<file path="src/logic/mmh_pkg.sv">
// Constants for the multi-processor resource handshake unit.
// Assumes the CPU decoder hands over one 16-bit opcode word per instruction.
package mmh_pkg;

  localparam logic [15:0] OPC_TEST = 16'h7b0a;
  localparam logic [15:0] OPC_RELEASE = 16'h7b09;
  localparam logic [15:0] OPC_SET = 16'h7b08;
  localparam logic [7:0] OPC_REQ_HIGH = 8'h7b;
  localparam logic [3:0] OPC_REQ_LOW = 4'hd;
  localparam int RD_FIELD_LSB = 4;

  // Instruction, delay-step and head-phase lengths in clock cycles
  localparam int CYC_TEST = 7;
  localparam int CYC_PIN = 5;
  localparam int CYC_REQ_FIXED = 12;
  localparam int CYC_REQ_STEP = 7;
  localparam int CYC_REQ_HEAD = 5;

  // Counter loads: a phase of L cycles loads L-1; the done pulse adds one
  localparam logic [2:0] LOAD_TEST = 3'(CYC_TEST - 2);
  localparam logic [2:0] LOAD_PIN = 3'(CYC_PIN - 2);
  localparam logic [2:0] LOAD_HEAD = 3'(CYC_REQ_HEAD - 1);
  localparam logic [2:0] LOAD_TAIL = 3'(CYC_REQ_FIXED - CYC_REQ_HEAD - 2);
  localparam logic [2:0] LOAD_STEP = 3'(CYC_REQ_STEP - 1);

  localparam logic REQUEST_RESET = 1'b1;

  typedef enum logic [2:0] {
    ST_IDLE = 3'h0,
    ST_WAIT = 3'h4,
    ST_HEAD = 3'h1,
    ST_DELAY = 3'h3,
    ST_TAIL = 3'h2
  } mmh_state_e;

  typedef enum logic [1:0] {
    OP_TEST = 2'h0,
    OP_REQ = 2'h1,
    OP_RELEASE = 2'h2,
    OP_SET = 2'h3
  } mmh_op_e;

endpackage

</file>
<file path="src/logic/mmh_unit.sv">
// Multi-processor resource handshake: executes test, request, release and set.
// Assumes one opcode word per instr_valid pulse, and the destination register
// value presented with it; register write-back goes out on rd_wr.
`timescale 1ns/1ps
module mmh_unit (
  input wire logic clk_sys,
  input wire logic rst,
  input wire logic instr_valid,
  input wire logic [15:0] instr_word,
  input wire logic system_mode,
  input wire logic [15:0] rd_value,
  input wire logic grant_in_n,
  output logic busy,
  output logic done,
  output logic trap_priv,
  output logic flag_s,
  output logic flag_z,
  output logic flag_s_we,
  output logic flag_z_we,
  output logic rd_wr,
  output logic [3:0] rd_index,
  output logic [15:0] rd_wr_data,
  output logic request_out_n
);

  logic grant_n_s;
  mmh_pkg::mmh_state_e state;
  mmh_pkg::mmh_op_e op;
  logic [2:0] cnt;
  logic [15:0] dcount;
  logic made;

  logic is_test;
  logic is_req;
  logic is_rel;
  logic is_set;
  logic accept;
  logic priv_fail;
  logic start;
  logic step_end;
  logic sample1;
  logic last_step;
  logic finish;
  logic [15:0] next_count;

  mmh_sync u_sync (
    .clk_sys(clk_sys),
    .rst(rst),
    .din(grant_in_n),
    .dout(grant_n_s)
  );

  assign is_test = instr_word == mmh_pkg::OPC_TEST;
  assign is_req = instr_word[15:8] == mmh_pkg::OPC_REQ_HIGH
    && instr_word[3:0] == mmh_pkg::OPC_REQ_LOW;
  assign is_rel = instr_word == mmh_pkg::OPC_RELEASE;
  assign is_set = instr_word == mmh_pkg::OPC_SET;

  // Unknown words are not ours; the decoder routes them elsewhere
  assign accept = instr_valid && state == mmh_pkg::ST_IDLE
    && (is_test || is_req || is_rel || is_set);
  assign priv_fail = accept && (is_test || is_req) && !system_mode;
  assign start = accept && !priv_fail;
  assign step_end = cnt == 3'h0;
  assign sample1 = state == mmh_pkg::ST_HEAD && step_end;
  assign next_count = dcount - 16'h1;
  assign last_step = state == mmh_pkg::ST_DELAY && step_end && next_count == 16'h0;
  assign finish = step_end && (state == mmh_pkg::ST_WAIT || state == mmh_pkg::ST_TAIL);

  always_ff @(posedge clk_sys) begin
    if (rst) begin
      state <= mmh_pkg::ST_IDLE;
      cnt <= 3'h0;
    end else begin
      unique case (state)
        mmh_pkg::ST_IDLE: begin
          if (start && is_req) begin
            state <= mmh_pkg::ST_HEAD;
            cnt <= mmh_pkg::LOAD_HEAD;
          end else if (start) begin
            state <= mmh_pkg::ST_WAIT;
            cnt <= is_test ? mmh_pkg::LOAD_TEST : mmh_pkg::LOAD_PIN;
          end
        end
        mmh_pkg::ST_WAIT, mmh_pkg::ST_TAIL: begin
          if (step_end) begin
            state <= mmh_pkg::ST_IDLE;
          end else begin
            cnt <= cnt - 3'h1;
          end
        end
        mmh_pkg::ST_HEAD: begin
          if (step_end && grant_n_s) begin
            state <= mmh_pkg::ST_DELAY;
            cnt <= mmh_pkg::LOAD_STEP;
          end else if (step_end) begin
            state <= mmh_pkg::ST_TAIL;
            cnt <= mmh_pkg::LOAD_TAIL;
          end else begin
            cnt <= cnt - 3'h1;
          end
        end
        mmh_pkg::ST_DELAY: begin
          if (last_step) begin
            state <= mmh_pkg::ST_TAIL;
            cnt <= mmh_pkg::LOAD_TAIL;
          end else if (step_end) begin
            cnt <= mmh_pkg::LOAD_STEP;
          end else begin
            cnt <= cnt - 3'h1;
          end
        end
        default: begin
          state <= mmh_pkg::ST_IDLE;
          cnt <= 3'h0;
        end
      endcase
    end
  end

  // Instruction context and the delay count
  always_ff @(posedge clk_sys) begin
    if (rst) begin
      op <= mmh_pkg::OP_TEST;
      made <= 1'b0;
      dcount <= 16'h0;
      rd_index <= 4'h0;
    end else if (start) begin
      op <= is_test ? mmh_pkg::OP_TEST : is_req ? mmh_pkg::OP_REQ
        : is_rel ? mmh_pkg::OP_RELEASE : mmh_pkg::OP_SET;
      made <= 1'b0;
      dcount <= rd_value;
      rd_index <= instr_word[mmh_pkg::RD_FIELD_LSB +: 4];
    end else if (sample1) begin
      made <= grant_n_s;
    end else if (state == mmh_pkg::ST_DELAY && step_end) begin
      dcount <= next_count;
    end
  end

  // register write-back per decrement
  // Zero on entry wraps and runs the full 65536 steps
  always_ff @(posedge clk_sys) begin
    if (rst) begin
      rd_wr <= 1'b0;
      rd_wr_data <= 16'h0;
    end else begin
      rd_wr <= state == mmh_pkg::ST_DELAY && step_end;
      rd_wr_data <= next_count;
    end
  end

  // Request pin
  always_ff @(posedge clk_sys) begin
    if (rst) begin
      request_out_n <= mmh_pkg::REQUEST_RESET;
    end else if (start && is_set) begin
      request_out_n <= 1'b0;
    end else if (start && is_rel) begin
      request_out_n <= 1'b1;
    end else if (sample1) begin
      request_out_n <= !grant_n_s;
    end else if (last_step && grant_n_s) begin
      request_out_n <= 1'b1;
    end
  end

  // Sign flag
  always_ff @(posedge clk_sys) begin
    if (rst) begin
      flag_s <= 1'b0;
    end else if (finish && op == mmh_pkg::OP_TEST) begin
      flag_s <= grant_n_s;
    end else if (sample1 && !grant_n_s) begin
      flag_s <= 1'b0;
    end else if (last_step) begin
      flag_s <= !grant_n_s;
    end
  end

  // Zero flag
  always_ff @(posedge clk_sys) begin
    if (rst) begin
      flag_z <= 1'b0;
    end else if (start && is_req) begin
      flag_z <= 1'b0;
    end else if (finish && op == mmh_pkg::OP_REQ) begin
      flag_z <= made;
    end
  end

  // Busy level, trap strobe and completion strobes
  always_ff @(posedge clk_sys) begin
    if (rst) begin
      busy <= 1'b0;
      done <= 1'b0;
      trap_priv <= 1'b0;
      flag_s_we <= 1'b0;
      flag_z_we <= 1'b0;
    end else begin
      busy <= (state == mmh_pkg::ST_IDLE) ? start : !finish;
      done <= finish;
      trap_priv <= priv_fail;
      flag_s_we <= finish && (op == mmh_pkg::OP_TEST || op == mmh_pkg::OP_REQ);
      flag_z_we <= finish && op == mmh_pkg::OP_REQ;
    end
  end
endmodule

</file>
<file path="src/logic/mmh_sync.sv">
// Two-stage synchroniser for one asynchronous level.
// Assumes the input may change at any time relative to clk_sys.
`timescale 1ns/1ps
module mmh_sync (
  input wire logic clk_sys,
  input wire logic rst,
  input wire logic din,
  output logic dout
);

  logic meta;

  // Resets to the inactive high level of an active-low pin
  always_ff @(posedge clk_sys) begin
    if (rst) begin
      meta <= 1'b1;
      dout <= 1'b1;
    end else begin
      meta <= din;
      dout <= meta;
    end
  end

endmodule

</file>
<file path="config.mk">
export PLATFORM = sky130hd
export DESIGN_NAME = mmh_unit
export DESIGN_NICKNAME = d
export VERILOG_FILES = /design/src/logic/mmh_pkg.sv /design/src/logic/mmh_unit.sv /design/src/logic/mmh_sync.sv
export SDC_FILE = /design/constraint.sdc
export NUM_CORES = 1
export LEC_CHECK = 0
export BUFFER_PORTS_ARGS = -buffer_cell sky130_fd_sc_hd__buf_2
export CORE_ASPECT_RATIO = 0.9
export CORE_MARGIN = 3
export CORE_UTILIZATION = 50
export CTS_BUF_LIST = sky130_fd_sc_hd__clkbuf_4 sky130_fd_sc_hd__clkbuf_8 sky130_fd_sc_hd__clkbuf_16
export DETAILED_ROUTE_END_ITERATION = 10
export HOLD_SLACK_MARGIN = 0.02
export PLACE_DENSITY_LB_ADDON = 0.12
export SLEW_MARGIN = 20
export SYNTH_ARGS = -nofsm -noshare
export SYNTH_HDL_FRONTEND = slang
export SYNTH_SLANG_ARGS = --single-unit
</file>
<file path="constraint.sdc">
create_clock -name clk_sys -period 4.2 [get_ports clk_sys]
set_clock_uncertainty 0.15 [all_clocks]
set_input_delay 0.63 -clock clk_sys [delete_from_list [all_inputs] [get_ports clk_sys]]
set_output_delay 0.63 -clock clk_sys [all_outputs]
set_load 0.03 [all_outputs]
</file>
After elaboration in Yosys (flattened, before gate mapping)
Cells that the tools add are included.

Bits in read-only memories: 0. Latch bits: 0. Input port bits: 37. RAM bits: 0. Flip-flop bits (word level): 56. Memories kept: 0. Output and inout port bits: 29.

Div/mod/pow operators: 0. Muxes and demuxes: 30. Bitwise operators: 0. Reduce and logical (&&, ||, !) cells: 41. Shift operators: 0. Equal/unequal tests: 16. Magnitude comparators: 0. Add/sub/neg operators: 2. Multiply operators: 0.

Operators by type and width (number): $eq A16 B15 Y1 const B (3); $mux W16 (3); $mux W3 (14); $pmux W3 S4 (2); $logic_and A1 B1 Y1 (19); $logic_not A16 Y1 (1); $sub A16 B1 Y16 const B (1); $mux W1 (9); $eq A8 B7 Y1 const B (1); $ne A2 B2 Y1 const B (4); $eq A3 B2 Y1 const B (2); $logic_not A3 Y1 (2); $reduce_or A2 Y1 (3); $logic_or A1 B1 Y1 (5); $eq A4 B4 Y1 const B (1); $logic_not A1 Y1 (4); $mux W2 (2); $reduce_and A2 Y1 (2); $reduce_and A4 Y1 (1); $reduce_bool A4 Y1 (1); $eq A3 B1 Y1 const B (1); $eq A3 B3 Y1 const B (1); $ne A3 B2 Y1 const B (1); $ne A3 B3 Y1 const B (1); 5 further kinds (5).

Depth between registers and ports, before layout
Depth after elaboration: 13. Mapped depth: 11.

Cells and area by module
A second synthesis with hierarchy kept.

Cell total of the unflattened synthesis: 371. Area, all modules: 2990.4 um2.

Modules (own cells, without submodules): mmh_unit (instances 1, area each 2937.8 um2, cells each 367); mmh_sync (instances 1, area each 52.6 um2, cells each 4).

Worst setup path before layout
OpenSTA, ideal clock, no wires.

Path type: register to register. Start point: register dcount[0]. End point: register flag_s. Library setup time: 100 ps. Cell stages (with the launch flop): 12. Path slack: 1264 ps. Data arrival time: 2686 ps. Cells stage by stage: dfxtp_1 > buf_6 > inv_1 > ha_1 > nor3b_4 > nand2_1 > nor4b_1 > a211oi_1 > or4_4 > buf_6 > mux2_4 > a2111oi_4.

Cells in the longest elaborated chain, start to end: 4.

Ends and longest elaborated chain: from (decl) (RTL line mmh_unit.sv:30) `logic [15:0] dcount;`; from (signal assigned) (RTL line mmh_unit.sv:132) `dcount <= rd_value;`; from (signal assigned) (RTL line mmh_unit.sv:137) `dcount <= next_count;`; $sub A16 B1 Y16 (RTL line mmh_unit.sv:66) `assign next_count = dcount - 16'h1;`; named net next_count[0] (RTL line mmh_unit.sv:44) `logic [15:0] next_count;`; $logic_not A16 Y1 (RTL line mmh_unit.sv:67) `assign last_step = state == mmh_pkg::ST_DELAY && step_end && next_count == 16'h0;`; $logic_and A1 B1 Y1 (RTL line mmh_unit.sv:67); $reduce_bool A3 Y1 (no source line); to (signal assigned) (RTL line mmh_unit.sv:173) `flag_s <= grant_n_s;`; to (signal assigned) (RTL line mmh_unit.sv:177) `flag_s <= !grant_n_s;`; to (decl) (RTL line mmh_unit.sv:16) `output logic flag_s,`.

The timed path passes the listed nets, and every way through them passes these cells. A chain may end at the register's enable or synchronous reset.

Worst setup path in the final report
Ends and elaborated chain as after synthesis.

==> impl_metrics.env <==
export IMPL_min_from="u_sync.meta"
export IMPL_cts_sinks=56
export IMPL_tightest_slew_ns=1.01
export IMPL_ys_ff_latch=56
export IMPL_insertion_delay_ns=0.31
export IMPL_synth_area_mux_share_pct=2.98
export IMPL_drive_gt1_share_pct=22.3
export IMPL_antenna_found_initial=0
export IMPL_dp_slack_ns=1.06
export IMPL_layout_setup_ws_ns=1.12
export IMPL_grt_ovfl_total=0
export IMPL_htree_levels=2
export IMPL_avgSynthCellArea_um2=8.53
export IMPL_setup_tns_ns=0
export IMPL_initial_core_util_pct=53.1
export IMPL_yosysWarnings=0
export IMPL_synthFlopType="dfxtp_1"
export IMPL_synth_compound_area_share_pct=14.3
export IMPL_fin_crit_sh_pct=73.3
export IMPL_finalHoldViolCount=0
export IMPL_syn_cell_area_um2=2860
export IMPL_critPathArrivalTime_ns=3.14
export IMPL_p_leak_nw=1.39
export IMPL_cts_tree="done"
export IMPL_die_area_um2=6660
export IMPL_drc_errors=0
export IMPL_min_to="u_sync.dout"
export IMPL_yosysTopAreaCell="dfxtp_1"
export IMPL_dp_hpwl_um=4560
export IMPL_ios=66
export IMPL_synth_top_family_by_area="simple AND/OR/NAND/NOR gates"
export IMPL_grtUsageTotal_pct=19.3
export IMPL_grt_max_degree=57
export IMPL_drt_vias_per_instance=5.45
export IMPL_crit_fanout=9
export IMPL_period_minus_slack_ns=3.08
export IMPL_drt_wl_total_um=6250
export IMPL_reg2reg_setup_slack_ns=1.12
export IMPL_cts_made_buffers=5
export IMPL_drv_cap=0
export IMPL_die_x_um=85.7
export IMPL_place_gp_congestion=0.836
export IMPL_synth_area_top_cells="dfxtp_1 (39%), nor2_1 (7.5%), a211oi_1 (4.5%)"
export IMPL_crit_chain="inv_1 -> ha_1 -> nor3b_4 -> nand2_1 -> nor4b_1 -> a211oi_1 -> or4_4 -> mux2_4 -> a2111oi_4"
export IMPL_async_flop_share_pct=0
export IMPL_fmax_mhz=325
export IMPL_crit_type="reg -> reg"
export IMPL_r2r_start="dcount[0]"
export IMPL_grt_pass1_wl_um=10500
export IMPL_fill_cells=520
export IMPL_p_per_area_nw_per_um2=295
export IMPL_wl_per_cell_um=13.8
export IMPL_worstRegToRegCells=9
export IMPL_cp_required_ns=4.26
export IMPL_min_path_cells=1
export IMPL_synth_edf_count=0
export IMPL_synth_simple_area_share_pct=27.3
export IMPL_vias=2471
export IMPL_slowest_delay_ns=0.57
export IMPL_rows=25
export IMPL_nets=426
export IMPL_die_h_um=77.7
export IMPL_final_setup_viol_count=0
export IMPL_synth_xor_area_share_pct=8.27
export IMPL_slowest_stage="or4_4"
export IMPL_ys_types=57
export IMPL_netlist_area_leader_share_pct=39.2
export IMPL_slew_limit_headroom_pct=32.9
export IMPL_r2r_end="flag_s"
export IMPL_cts_resized=0
export IMPL_synth_fp_nets=376
export IMPL_area_delta_synth_final_pct=13.9
export IMPL_firstDrtPassIters=4
export IMPL_synth_fa_ha_area_share_pct=1.75
export IMPL_grt_pass1_vias=2194
export IMPL_cts_setup_buffers=0
export IMPL_final_core_util_pct=60.5
export IMPL_rsz0062_at_grt="false"
export IMPL_status="complete, no violations"
export IMPL_seq_area_frac_synth_pct=39.2
export IMPL_cts_root_buffer="clkbuf_8"
export IMPL_clkTransAtPathRegs_ns=0.09
export IMPL_first_iter_violations=162
export IMPL_cts_path_max_buffers=2
export IMPL_synthCells=335
export IMPL_end_kind="flip-flop"
export IMPL_port_buffers=65
export IMPL_core_area_um2=5380
export IMPL_ctsHoldBuffers=0
export IMPL_hp_class="reg -> reg"
export IMPL_ir_worst_vdd_mv=0.221
export IMPL_slew_viol_final=0
export IMPL_drtAntennaViolNets=0
export IMPL_cp_start_kind="flip-flop"
export IMPL_n_antenna_cell=0
[per-stage QoR]
step / hold WS [ns] / instances / cell area (um2) / power [mW]
floorplan: 0.239 / 335 / 2860 / 0.590
global placement: 0.244 / 445 / 3140 / 0.619
detailed placement: 0.248 / 445 / 3140 / 0.620
CTS: 0.272 / 453 / 3250 / 0.966
global route: 0.285 / 453 / 3250 / 0.992
finish: 0.268 / 453 / 3250 / 0.961
[flip-flops by register name (all words and copies together), names as in the netlist, 2 cells and up]
| register | cells |
|---|---|
| rd_index | 4 |
| state | 3 |
| dcount | 16 |
| cnt | 3 |
| rd_wr_data | 16 |
| op | 2 |
[synth_stat cells, drive strengths merged, types with 8 or more instances]
master and instances:
a21oi 9, dfxtp 56, nor2 57, o21ai 8
nor3 11, nand3 10, clkbuf 19, nand2 27
xor2 13, inv 9, a211oi 17, xnor2 14
[cells by family (layout without fill, tap and decap cells)]
| group | count (synthesis) | in the layout |
|---|---|---|
| xor+xnor | 27 | 27 |
| buf+inv | 33 | 84 |
| fa+ha+maj | 4 | 4 |
| compound gates | 56 | 56 |
| mux | 8 | 8 |
| simple gates | 151 | 151 |
| flops | 56 | 56 |
[placed cells by master, fill, tap and decap left out, drive strengths merged, types with 2 or more instances in the layout]
| cell | count |
|---|---|
| o21a | 2 |
| a311oi | 2 |
| nor4b | 2 |
| a21oi | 9 |
| nand4b | 2 |
| nor3 | 11 |
| ha | 4 |
| mux2i | 7 |
| dfxtp | 56 |
| a31oi | 3 |
| nand4 | 5 |
| nand3b | 3 |
| nor2 | 57 |
| nor4 | 5 |
| clkbuf | 5 |
| nor3b | 5 |
| o2111ai | 2 |
| nand2b | 4 |
| xnor2 | 14 |
| and3 | 3 |
| xor2 | 13 |
| or4 | 4 |
| nand3 | 10 |
| or2 | 2 |
| and2 | 2 |
| inv | 9 |
| nor2b | 6 |
| buf | 67 |
| a211oi | 17 |
| nand2 | 27 |
| o21ai | 8 |
[critical path, delay by kind of cell (launching register included)]
| kind | cells | cell delay (ns) |
|---|---|---|
| adder cells (fa/ha/maj) | 1 | 0.24 |
| buffers and inverters | 1 | 0.09 |
| multiplexers | 1 | 0.33 |
| flip-flops | 1 | 0.41 |
| AND/OR/NAND/NOR | 4 | 1.39 |
| AO/OA/AOI/OAI | 2 | 0.37 |
[per-layer routing]
| metal | vias to the layer above | track usage, % | share of wire [%] |
|---|---|---|---|
| met3 | 2 | 4.03 | 6.3 |
| met4 | 0 | 4.75 | 0.48 |
| met5 | - | 0 | 0 |
| li1 | 1271 | - | - |
| met2 | 71 | 27.0 | 42 |
| met1 | 1127 | 29.8 | 51 |
[where the power goes]
| part | total, mW | internal (mW) | switching, mW |
|---|---|---|---|
| sequential | 0.542 | 0.540 | 0.00236 |
| combinational | 0.0648 | 0.0238 | 0.0410 |
| clock | 0.354 | 0.177 | 0.178 |
| total | 0.961 | 0.740 | 0.221 |
[layout make-up]
class | instances | area (um2) | area share, %
Clock buffer | 5 | 68.8 | 2.11
Clock inverter | 3 | 42.5 | 1.31
Inverter | 9 | 33.8 | 1.04
Multi-Input combinational cell | 246 | 1560 | 48.1
Sequential cell | 56 | 1120 | 34.4
Tap cell | 67 | 83.8 | 2.58
Timing Repair Buffer | 67 | 340 | 10.5
[how the worst max path moves through the flow]
stage | slack (ns) | startpoint | to | cells after the start
2_1_floorplan | 1.26 | dcount[0] | flag_s | 11
3_3_place_gp | 1.13 | instr_valid | cnt[1] | 9
3_5_place_dp | 1.06 | instr_valid | cnt[1] | 9
4_1_cts | 1.11 | dcount[0] | flag_s | 9
5_1_grt | 0.85 | dcount[0] | flag_s | 9
6_report | 1.12 | dcount[0] | flag_s | 9
No activity file was read; power rests on OpenSTA's default activity.
